--- config.mk ---
export PLATFORM = sky130hd
export DESIGN_NAME = sro_config_regs
export DESIGN_NICKNAME = d
export VERILOG_FILES = /design/src/sro_pkg.sv /design/src/sro_config_regs.sv
export VERILOG_INCLUDE_DIRS = /design/src
export SDC_FILE = /design/constraint.sdc
export NUM_CORES = 1
export LEC_CHECK = 0
export ABC_AREA = 1
export BUFFER_PORTS_ARGS = -buffer_cell sky130_fd_sc_hd__buf_2
export CAP_MARGIN = 20
export CORE_MARGIN = 2
export CORE_UTILIZATION = 58
export CTS_CLUSTER_SIZE = 20
export DETAILED_ROUTE_END_ITERATION = 7
export PLACE_DENSITY = 0.91
export REMOVE_ABC_BUFFERS = 1
export SYNTH_ARGS = -nofsm -noshare
export SYNTH_HDL_FRONTEND = slang
export SYNTH_SLANG_ARGS = --single-unit
--- constraint.sdc ---
create_clock -name sys_clk -period 4.1 [get_ports sys_clk]
set_input_delay 1.025 -clock sys_clk [delete_from_list [all_inputs] [get_ports sys_clk]]
set_output_delay 1.025 -clock sys_clk [all_outputs]
set_load 0.01 [all_outputs]
--- src/sro_cfg.svh ---
`ifndef SRO_CFG_SVH
`define SRO_CFG_SVH

// ----------------------------------------------------------------------------
// Bank codes on the control port
// ----------------------------------------------------------------------------
`define SRO_CODE_WRITE 8'h02
`define SRO_CODE_READ  8'h82

// ----------------------------------------------------------------------------
// Byte addresses
// ----------------------------------------------------------------------------
`define SRO_ADDR_HOLD  16'h3001
`define SRO_ADDR_RES   16'h3005
`define SRO_ADDR_FIXA  16'h3006
`define SRO_ADDR_DIR   16'h3007
`define SRO_ADDR_FIXB  16'h3008
`define SRO_ADDR_RATE  16'h3009
`define SRO_ADDR_BLKL  16'h300a
`define SRO_ADDR_BLKH  16'h300b
`define SRO_ADDR_TUNE  16'h3011
`define SRO_ADDR_GAIN  16'h3014

// ----------------------------------------------------------------------------
// Field positions
// ----------------------------------------------------------------------------
`define SRO_BIT_HOLD   0
`define SRO_BIT_RES    0
`define SRO_BIT_VFLIP  0
`define SRO_BIT_HFLIP  1
`define SRO_WIN_LSB    4
`define SRO_WIN_MSB    6
`define SRO_RATE_MSB   1
`define SRO_BIT_CGAIN  4
`define SRO_BIT_BLKHI  0

// ----------------------------------------------------------------------------
// Reset values and legal window codes
// ----------------------------------------------------------------------------
`define SRO_RST_HOLD   1'b0
`define SRO_RST_RES    1'b1
`define SRO_RST_FLIP   1'b0
`define SRO_RST_WIN    3'h0
`define SRO_RST_RATE   2'h1
`define SRO_RST_CGAIN  1'b0
`define SRO_RST_BLK    9'h0f0
`define SRO_RST_GAIN   8'h00
`define SRO_RST_FIXA   8'h00
`define SRO_RST_FIXB   8'ha0
`define SRO_RST_TUNE   8'h00
`define SRO_WIN_FULL   3'h0
`define SRO_WIN_720    3'h1
`define SRO_WIN_CROP   3'h4

`endif

--- src/sro_pkg.sv ---
package sro_pkg;

   // -------------------------------------------------------------------------
   // Decoded access from the serial control port
   // -------------------------------------------------------------------------
   typedef struct packed {
      logic [7:0]  chipCode;
      logic [15:0] addr;
      logic [7:0]  wdata;
      logic        wr;
      logic        rd;
   } sro_req_t;

   // -------------------------------------------------------------------------
   // Frame-synchronous readout settings
   // -------------------------------------------------------------------------
   typedef struct packed {
      logic       convResolutionSel;
      logic       verticalFlip;
      logic       horizontalFlip;
      logic [2:0] windowSelect;
      logic [1:0] rateSelect;
      logic       convGainSelect;
      logic [8:0] blackOffset;
      logic [7:0] totalGain;
   } sro_settings_t;

endpackage

--- src/sro_config_regs.sv ---
// Behaviour
// - Writes use code 02h, reads use 82h.
// - Bit 0 of 3005h: 10/12-bit, resets 1.
// - 3007h bits 0/1 flip vertical/horizontal readout.
// - Window select codes 0, 1, 4 only.
// - 3009h rate select resets 1, bit 4 gain.
// - Nine-bit black offset split, resets 0F0h.
// - Total gain byte at 3014h, 0.3 dB steps.
// - Hold blocks transfer of pending frame settings.
`include "sro_cfg.svh"

module sro_config_regs (
   input  wire logic                   sys_clk,
   input  wire logic                   resetn,
   input  wire sro_pkg::sro_req_t      req,
   input  wire logic                   frameStart,
   output logic [7:0]                  rdData,
   output logic                        rdValid,
   output logic                        holdActive,
   output logic [7:0]                  tuningValue,
   output sro_pkg::sro_settings_t      settings
);

   // ------------------------------------------------------------------------
   // State
   // ------------------------------------------------------------------------
   sro_pkg::sro_settings_t shadow_r, shadow_nxt;
   sro_pkg::sro_settings_t active_r, active_nxt;
   logic [7:0]             fixA_r, fixA_nxt;
   logic [7:0]             fixB_r, fixB_nxt;
   logic [7:0]             tune_r, tune_nxt;
   logic                   hold_r, hold_nxt;
   logic [7:0]             rdData_r, rdData_nxt;
   logic                   rdValid_r, rdValid_nxt;
   logic                   wrHit;
   logic                   rdHit;

   assign wrHit = req.wr && (req.chipCode == `SRO_CODE_WRITE);
   assign rdHit = req.rd && (req.chipCode == `SRO_CODE_READ);

   // ------------------------------------------------------------------------
   // Register writes and frame transfer
   // ------------------------------------------------------------------------
   always_comb begin
      shadow_nxt = shadow_r;
      fixA_nxt   = fixA_r;
      fixB_nxt   = fixB_r;
      tune_nxt   = tune_r;
      hold_nxt   = hold_r;
      if (wrHit) begin
         unique case (req.addr)
            `SRO_ADDR_HOLD: hold_nxt = req.wdata[`SRO_BIT_HOLD];
            `SRO_ADDR_RES:  shadow_nxt.convResolutionSel = req.wdata[`SRO_BIT_RES];
            `SRO_ADDR_FIXA: fixA_nxt = req.wdata;
            `SRO_ADDR_DIR: begin
               shadow_nxt.verticalFlip   = req.wdata[`SRO_BIT_VFLIP];
               shadow_nxt.horizontalFlip = req.wdata[`SRO_BIT_HFLIP];
               // An illegal window code would leave the readout undefined, so it is dropped.
               if (req.wdata[`SRO_WIN_MSB:`SRO_WIN_LSB] == `SRO_WIN_FULL ||
                   req.wdata[`SRO_WIN_MSB:`SRO_WIN_LSB] == `SRO_WIN_720 ||
                   req.wdata[`SRO_WIN_MSB:`SRO_WIN_LSB] == `SRO_WIN_CROP) begin
                  shadow_nxt.windowSelect = req.wdata[`SRO_WIN_MSB:`SRO_WIN_LSB];
               end
            end
            `SRO_ADDR_FIXB: fixB_nxt = req.wdata;
            `SRO_ADDR_RATE: begin
               shadow_nxt.rateSelect     = req.wdata[`SRO_RATE_MSB:0];
               shadow_nxt.convGainSelect = req.wdata[`SRO_BIT_CGAIN];
            end
            `SRO_ADDR_BLKL: shadow_nxt.blackOffset[7:0] = req.wdata;
            `SRO_ADDR_BLKH: shadow_nxt.blackOffset[8] = req.wdata[`SRO_BIT_BLKHI];
            `SRO_ADDR_TUNE: tune_nxt = req.wdata;
            `SRO_ADDR_GAIN: shadow_nxt.totalGain = req.wdata;
            default: ;
         endcase
      end
   end

   // A write in the same cycle as a frame boundary lands one frame later.
   always_comb begin
      active_nxt = active_r;
      if (frameStart && !hold_r) begin
         active_nxt = shadow_r;
      end
   end

   // ------------------------------------------------------------------------
   // Read-back of the pending values
   // ------------------------------------------------------------------------
   always_comb begin
      rdValid_nxt = rdHit;
      rdData_nxt  = 8'h00;
      if (rdHit) begin
         unique case (req.addr)
            `SRO_ADDR_HOLD: rdData_nxt = {7'h00, hold_r};
            `SRO_ADDR_RES:  rdData_nxt = {7'h00, shadow_r.convResolutionSel};
            `SRO_ADDR_FIXA: rdData_nxt = fixA_r;
            `SRO_ADDR_DIR:  rdData_nxt = {1'b0, shadow_r.windowSelect, 2'h0,
                                          shadow_r.horizontalFlip, shadow_r.verticalFlip};
            `SRO_ADDR_FIXB: rdData_nxt = fixB_r;
            `SRO_ADDR_RATE: rdData_nxt = {3'h0, shadow_r.convGainSelect, 2'h0, shadow_r.rateSelect};
            `SRO_ADDR_BLKL: rdData_nxt = shadow_r.blackOffset[7:0];
            `SRO_ADDR_BLKH: rdData_nxt = {7'h00, shadow_r.blackOffset[8]};
            `SRO_ADDR_TUNE: rdData_nxt = tune_r;
            `SRO_ADDR_GAIN: rdData_nxt = shadow_r.totalGain;
            default:        rdData_nxt = 8'h00;
         endcase
      end
   end

   always_ff @(posedge sys_clk) begin
      if (!resetn) begin
         shadow_r  <= '{`SRO_RST_RES, `SRO_RST_FLIP, `SRO_RST_FLIP, `SRO_RST_WIN,
                        `SRO_RST_RATE, `SRO_RST_CGAIN, `SRO_RST_BLK, `SRO_RST_GAIN};
         active_r  <= '{`SRO_RST_RES, `SRO_RST_FLIP, `SRO_RST_FLIP, `SRO_RST_WIN,
                        `SRO_RST_RATE, `SRO_RST_CGAIN, `SRO_RST_BLK, `SRO_RST_GAIN};
         fixA_r    <= `SRO_RST_FIXA;
         fixB_r    <= `SRO_RST_FIXB;
         tune_r    <= `SRO_RST_TUNE;
         hold_r    <= `SRO_RST_HOLD;
         rdData_r  <= 8'h00;
         rdValid_r <= 1'b0;
      end else begin
         shadow_r  <= shadow_nxt;
         active_r  <= active_nxt;
         fixA_r    <= fixA_nxt;
         fixB_r    <= fixB_nxt;
         tune_r    <= tune_nxt;
         hold_r    <= hold_nxt;
         rdData_r  <= rdData_nxt;
         rdValid_r <= rdValid_nxt;
      end
   end

   assign rdData      = rdData_r;
   assign rdValid     = rdValid_r;
   assign holdActive  = hold_r;
   assign tuningValue = tune_r;
   assign settings    = active_r;
endmodule

# Yosys cells after proc, flatten, opt, wreduce, memory -nomap -nowiden
# Cells that the tools add are included.
word_totals:
  register_bits: 86
  in_bits: 37
  out_inout_bits: 44
  elab_cells: 57
op_classes:
  n_eq_ne: 14
  n_mux: 1
  n_reduce_logical: 19
op_table:
  columns: ["operator", "count"]
  rows:
  - ["$eq A16 B14 Y1 const B", 10]
  - ["$pmux W8 S10", 1]
  - ["$reduce_and A2 Y1", 11]
  - ["$eq A8 B2 Y1 const B", 1]
  - ["$eq A8 B8 Y1 const B", 1]
  - ["$eq A3 B1 Y1 const B", 1]
  - ["$eq A3 B3 Y1 const B", 1]
  - ["$logic_and A1 B1 Y1", 3]
  - ["$logic_not A3 Y1", 1]
  - ["$reduce_and A3 Y1", 1]
  - ["$logic_or A1 B1 Y1", 2]
  - ["$logic_not A1 Y1", 1]

# Logic depth before layout (Yosys ltp)
# Gate-level depths: netlist of run 1.
depth:
  ltp_word: 4
  ltp_mapped: 12
  ltp_nobuf: 12

# Worst setup path before layout of run 1
# No wires, ideal clock.
synth_path:
  path_kind: "input -> register"
  start: "in req[21] (netlist bit)"
  end: "reg fixB_r[5]"
  setup_time_ns: 0.138
  arrival_ns: 1.958
  t_required_ns: 3.962
  setup_slack_ns: 2.003
  path_stages: 9
  path_buffers: 1
  path_cell_list: "nor2_1 -> nand2_2 -> nor2_8 -> buf_6 -> nand2_2 -> inv_2 -> nand2_1 -> nand2_1 -> o211ai_1"
synth_via:
  elab_chain_len: 2
synth_rtl:
  columns: ["element", "line_no", "text"]
  rows:
  - ["start: declaration", "sro_config_regs.sv:15", "input wire sro_pkg::sro_req_t req,"]
  - ["$eq A16 B14 Y1", "sro_config_regs.sv:51", "unique case (req.addr)"]
  - ["$reduce_and A2 Y1 (no source line)", null, null]
  - ["end signal: assignment", "sro_config_regs.sv:118", "fixB_r <= `SRO_RST_FIXB;"]
  - ["end signal: assignment", "sro_config_regs.sv:127", "fixB_r <= fixB_nxt;"]
  - ["end: declaration", "sro_config_regs.sv:30", "logic [7:0] fixB_r, fixB_nxt;"]
# Every way passes these cells.
# A chain may end at the register's enable or synchronous reset.

# Final worst setup path of run 1
layout_path:
  start: "in frameStart"
  end: "reg active_r (netlist bit settings[21])"
layout_via:
  elab_chain_len: 1
layout_rtl:
  columns: ["element", "line_no", "text"]
  rows:
  - ["start: declaration", "sro_config_regs.sv:16", "input wire logic frameStart,"]
  - ["$logic_and A1 B1 Y1", "sro_config_regs.sv:82", "if (frameStart && !hold_r) begin"]
  - ["end signal: assignment", "sro_config_regs.sv:115", "active_r <= '{`SRO_RST_RES, `SRO_RST_FLIP, `SRO_RST_FLIP, `SRO_RST_WIN,"]
  - ["end signal: assignment", "sro_config_regs.sv:125", "active_r <= active_nxt;"]
  - ["end: declaration", "sro_config_regs.sv:28", "sro_pkg::sro_settings_t active_r, active_nxt;"]
# Every way passes these cells.

==> impl_metrics.py, run 1 <==
metrics = {
    "run_status": {
        "outcome": "finished clean",
    },
    "final_layout": {
        "finalNetCount": 621,
        "fillers": 499,
        "area_delta_synth_final_pct": 15.3,
        "multi_input_area_mm2": 0.00178,
        "diodes": 0,
        "final-seq-area_mm2": 0.00172,
        "drive_gt1_frac": 0.234,
        "finalNonFillerCells": 666,
        "final_util": 0.689,
    },
    "timing": {
        "clock.fmax_mhz": 389,
        "setup_tns_ps": 0,
        "worstMarginPinSlew_ps": 689,
        "min_period_ps": 2570,
        "fin_crit_sh": 0.626,
        "maxSlewViolCount": 0,
        "grt_setup_unrepaired": "false",
        "setup_violations": 0,
        "clock_skew_ps": 5.35,
        "max-slew-margin-rel": 0.540,
        "hold_viol": 0,
    },
    "power": {
        "p_sw_frac": 0.249,
        "comb_power_share": 0.068,
        "switchingPower_uw": 393,
        "vdd_drop_max_uv": 280,
        "p_clk_frac": 0.392,
        "internal_power_mw": 1.19,
        "cellPowerDensity_mw_per_mm2": 361,
        "p_leak_nw": 2.04,
        "power.share.sequential": 0.540,
    },
    "detailed_routing": {
        "postRouteAntennaNets": 0,
        "num_vias": 3730,
        "drcViolationCount": 0,
        "post_drt_wl_per_cell_um": 14.7,
        "wl_um": 9800,
        "drt_pass1_iterations": 5,
        "viasPerCell": 5.60,
        "drt_iter0_drc": 387,
    },
    "grt": {
        "grt_antenna_before_repair": 0,
        "grt_pass1_vias": 3502,
        "overflow": 0,
        "gr-usage-all-layers": 0.276,
        "grt_pass1_wl_um": 16000,
        "grt_max_degree": 65,
    },
    "clock_tree": {
        "cts_root_buffer": "clkbuf_8",
        "cts_buffer_depth": 2,
        "cts_setup_buffers": 0,
        "path_clk_slew_ps": 80,
        "htreeDepth": 3,
        "ctsHoldBuffers": 0,
        "cts_tree": "done",
        "numClockSinks": 86,
        "clkLatencyLatePin_ps": 360,
        "cts_made_buffers": 9,
        "cts-resized-gates": 0,
    },
    "logic_synthesis": {
        "synth_ff_type": "dfxtp_1",
        "asyncSetResetFlopFracSynth": 0,
        "ys_ff_latch": 86,
        "yosysWarnings": 0,
        "synth_area_mm2": 0.00379,
        "synthTopCellsByCount": "nor2_1 (93), dfxtp_1 (86), nand2_1 (86), nand3_1 (43), o21ai_0 (39)",
        "yosys.cell_types.count": 33,
        "synth_top_area_share": 0.454,
        "syn_area_per_cell_um2": 7.41,
        "synth-edff-count": 0,
        "ys_seq_area_frac": 0.454,
        "yosysTopAreaCell": "dfxtp_1",
        "syn_inst": 512,
        "yosysMostFrequentCell": "nor2_1",
        "yosys-top-cells-area": "dfxtp_1 (45%), nor2_1 (9.2%), nand2_1 (8.5%), nand3_1 (5.7%), o21ai_0 (5.1%)",
    },
    "worst_hold_path": {
        "hold_class": "register to register",
    },
    "floorplanning": {
        "rows": 29,
        "initial_core_util": 0.597,
        "dieWidth_um": 84.9,
        "die_area_mm2": 0.00720,
        "ios": 81,
        "core_area_mm2": 0.00635,
        "die_h_um": 84.9,
    },
    "placement": {
        "portBuffers": 80,
        "hpwl_um": 6990,
        "routabilityCongestion": 0.933,
        "place_inst": 650,
    },
    "setup_path": {
        "slowest_delay_ps": 740,
        "endpoint_kind": "register",
        "worstPathArrival_ps": 2800,
        "worstSetupStartpointType": "input pin",
        "critPathKind": "input pin to register",
        "crit_chain": "buf_2 > nand2_1 > clkinv_1 > o21ai_0 > a21oi_1",
        "required_ps": 4330,
        "crit_path_top_delay_cell": "clkinv_1",
        "cp_max_fo": 27,
    },
    "run": {
        "max_cap_viol_count": 0,
    },
}
## through the flow
stage | power [mW] | instance area (um2) | hold WS, ps | setup slack (ps)
after CTS | 1.57 | 4380 | 460 | 1530
final | 1.58 | 4380 | 458 | 1530
after detailed placement | 0.979 | 4170 | 448 | 1170
after global placement | 0.974 | 4170 | 440 | 1230
after floorplan | 0.922 | 3660 | 429 | 1560
after global routing | 1.62 | 4380 | 482 | 1270
## sequential cells by signal, summed over array words and instances, names as in the netlist
name,flops
tuningValue,8
holdActive,1
rdData,8
fixB_r,8
shadow_r,26
rdValid,1
settings,26
fixA_r,8
## placed cells by master, fill, tap and decap left out, drive strengths merged, types with 5 or more instances in the layout
cell type,count
clkinv,5
o211ai,9
o21ai,52
buf,82
nand4,12
clkbuf,10
inv,37
nand2,96
a21oi,35
nand3,44
nor2,108
dfxtp,86
## area by class of cell
class / instances / share of cell area
Multi-Input combinational cell: 366 / 0.407
Sequential cell: 86 / 0.393
Inverter: 39 / 0.0352
Timing Repair Buffer: 82 / 0.0949
Tap cell: 77 / 0.0220
Clock inverter: 6 / 0.0154
Clock buffer: 10 / 0.0315
## final timing paths
path / from / endpoint / slack [ps] / depth (start not counted)
worst min register to register: shadow_r[21] / shadow_r[21] / 460 / 2
worst max register to register: holdActive / settings[21] / 1870 / 5
worst min-delay path: shadow_r[21] / shadow_r[21] / 460 / 2
worst max-delay path: frameStart / settings[21] / 1530 / 5
## power by group through the flow
stage,Combinational [mW],Sequential [mW],Clock [mW]
floorplan,0.0434,0.879,0
global placement,0.102,0.872,0
detailed placement,0.106,0.873,0
CTS,0.107,0.853,0.614
global route,0.120,0.855,0.648
finish,0.108,0.853,0.618
## worst max-delay path: cells and delay by family
family	cells	cell delay, ps
and+or+nand+nor	1	500
buffers and inverters	2	830
AOI/OAI and AO/OA	2	440
## layer usage
layer	GRT usage	part of all wire	vias to the layer above
met1	0.358	0.42	1691
met2	0.450	0.47	176
met4	0.146	0.033	0
met5	0	0	-
met3	0.0379	0.074	31
li1	-	-	1832
## cells by family after synthesis
group                  after synthesis  synth area share
AO/OA/AOI/OAI                      100             0.147
buffers and inverters               60            0.0762
flip-flops                          86             0.454
AND/OR/NAND/NOR                    266             0.323
No activity file was read; power rests on OpenSTA's default activity.
==> inputs of run 2 (changes only) <==
- CORE_UTILIZATION: 58 -> 49
- PLACE_DENSITY: 0.91 -> 0.83
- clock period: 4.1 -> 2.2 ns (I/O delays scaled with it)
==> run 2 against run 1 <==
Routed wire length rose by 1.4%. Global-route usage fell by 3.6 points. Sequential power increased by 86%. Sequential cell count unchanged. Utilization fell by 10 points. Critical endpoint is now shadow_r[1]. Critical path depth rose by 4. Clock skew up 7.0 ps. Combinational power rose by 89%. Non-clock buffer count is 4 higher.
==> impl_metrics.py, run 2 (synthesized netlist as in run 1, its figures left out) <==
metrics = {
    "floorplanning": {
        "initial_core_util": 0.499,
        "ios": 81,
        "dieWidth_um": 92.0,
        "rows": 32,
        "die_area_mm2": 0.00846,
        "core_area_mm2": 0.00761,
        "die_h_um": 92.0,
    },
    "power": {
        "power_mw": 3.01,
        "vdd_drop_max_uv": 293,
        "p_clk_frac": 0.405,
        "comb_power_share": 0.068,
        "p_leak_nw": 2.06,
        "switchingPower_uw": 717,
        "cellPowerDensity_mw_per_mm2": 677,
        "p_sw_frac": 0.238,
        "power.share.sequential": 0.528,
        "internal_power_mw": 2.30,
    },
    "final_layout": {
        "finalNetCount": 625,
        "finalNonFillerCells": 694,
        "final_util": 0.585,
        "layout_common_cells": "nor2_1 (93), nand2_1 (86), dfxtp_1 (86), buf_2 (80), nand3_1 (43)",
        "finalInstanceArea_mm2": 0.00445,
        "drive_gt1_frac": 0.238,
        "area_delta_synth_final_pct": 17.3,
        "diodes": 0,
        "layout_commonest_cell": "nor2_1",
    },
    "setup_path": {
        "required_ps": 2440,
        "cpLargestDelayFamily": "simple AND/OR/NAND/NOR gates",
        "slowest_delay_ps": 320,
        "crit_chain": "buf_2 > nor2_1 > nand2_1 > nor2_8 > nand2_2 > nor2_4 > inv_1 > nor2_1 > nor2_1",
        "cp_max_fo": 24,
        "worstPathArrival_ps": 1950,
        "worstSetupStartpointType": "input pin",
        "crit_path_top_delay_cell": "nor2_8",
        "cp_num_buf_inv": 2,
        "rrSetupSlack_ps": 1080,
        "path_common_cell": "nor2_1",
        "critPathKind": "input pin to register",
        "endpoint_kind": "register",
    },
    "grt": {
        "grt_pass1_vias": 3435,
        "grt_use_met3": 0.0435,
        "overflow": 0,
        "globalRoute.busiestLayer": "met2",
        "grt_max_degree": 64,
        "grtUsageMet2": 0.390,
        "use_met1": 0.317,
        "grt_pass1_wl_um": 16400,
        "gr-usage-all-layers": 0.240,
        "grt_antenna_before_repair": 0,
    },
    "placement": {
        "routabilityCongestion": 0.950,
        "hpwl_um": 7340,
        "portBuffers": 80,
        "dpl_worst_slack_ps": 134,
        "place_inst": 679,
        "dpl-instance-area_mm2": 0.00423,
    },
    "timing": {
        "hold_viol": 0,
        "worstMarginPinSlew_ps": 664,
        "grt_setup_unrepaired": "false",
        "clock.fmax_mhz": 585,
        "min_period_ps": 1710,
        "setup_tns_ps": 0,
        "setup_violations": 0,
        "hold_slack_ps": 440,
        "fin_crit_sh": 0.777,
        "maxSlewViolCount": 0,
        "setup_slack_ps": 490,
        "clock_skew_ps": 12.4,
        "max-slew-margin-rel": 0.553,
    },
    "detailed_routing": {
        "drcViolationCount": 0,
        "viasPerCell": 5.32,
        "postRouteAntennaNets": 0,
        "drt_pass1_iterations": 5,
        "drt_iter0_drc": 240,
        "num_vias": 3690,
        "post_drt_wl_per_cell_um": 14.3,
        "wl_um": 9940,
    },
    "clock_tree": {
        "ctsHoldBuffers": 0,
        "cts_tree": "done",
        "clkLatencyLatePin_ps": 340,
        "path_clk_slew_ps": 90,
        "numClockSinks": 86,
        "cts_buffer_depth": 2,
        "cts_made_buffers": 9,
        "cts-resized-gates": 0,
        "cts_root_buffer": "clkbuf_8",
        "htreeDepth": 3,
        "cts_setup_buffers": 0,
    },
    "run": {
        "max_cap_viol_count": 0,
    },
    "worst_hold_path": {
        "hold_class": "input pin to register",
    },
    "run_status": {
        "outcome": "finished clean",
    },
}
==> run 2: cell types whose count changed in the layout (fill, tap and decap cells not counted), sizes merged <==
cell    delta
clkbuf     -1
buf        +4
clkinv     -1
bufinv     +1
==> run 2: per-layer routing <==
| layer | wire length (um) | up-vias |
|---|---|---|
| li1 | - | 1838 |
| met1 | 4440 | 1691 |
| met2 | 4670 | 143 |
| met3 | 638 | 18 |
| met4 | 196 | 0 |
| met5 | 0 | - |
==> run 2: worst register-to-register path, cell delays in order, from the launching register on <==
cell and delay [ps]:
dfxtp_1 360, inv_1 60, nand2_1 80, clkinv_1 60, buf_4 210, o21ai_0 190
a21oi_1 50
==> run 2: cell type report <==
class,count,area [um2]
clock buffers,9,124
inverters,39,154
clock inverters,6,95.1
fillers,703,3160
well taps,102,128
repair buffers,86,445
flip-flops and latches,86,1720
multi-input cells,366,1780
==> run 2: power groups by stage <==
stage,Combinational [mW],Sequential [mW],Clock [mW]
4_1_cts,0.202,1.59,1.23
2_1_floorplan,0.0809,1.64,0
3_5_place_dp,0.202,1.63,0
5_1_grt,0.226,1.59,1.30
6_report,0.204,1.59,1.22
3_3_place_gp,0.197,1.63,0
==> run 2: worst paths after layout <==
path / from / end / cells past startpoint
min reg2reg: fixB_r[2] / fixB_r[2] / 2
max reg2reg: holdActive / settings[21] / 6
max: req[25] / shadow_r[1] / 9
min: req[30] / rdValid / 2
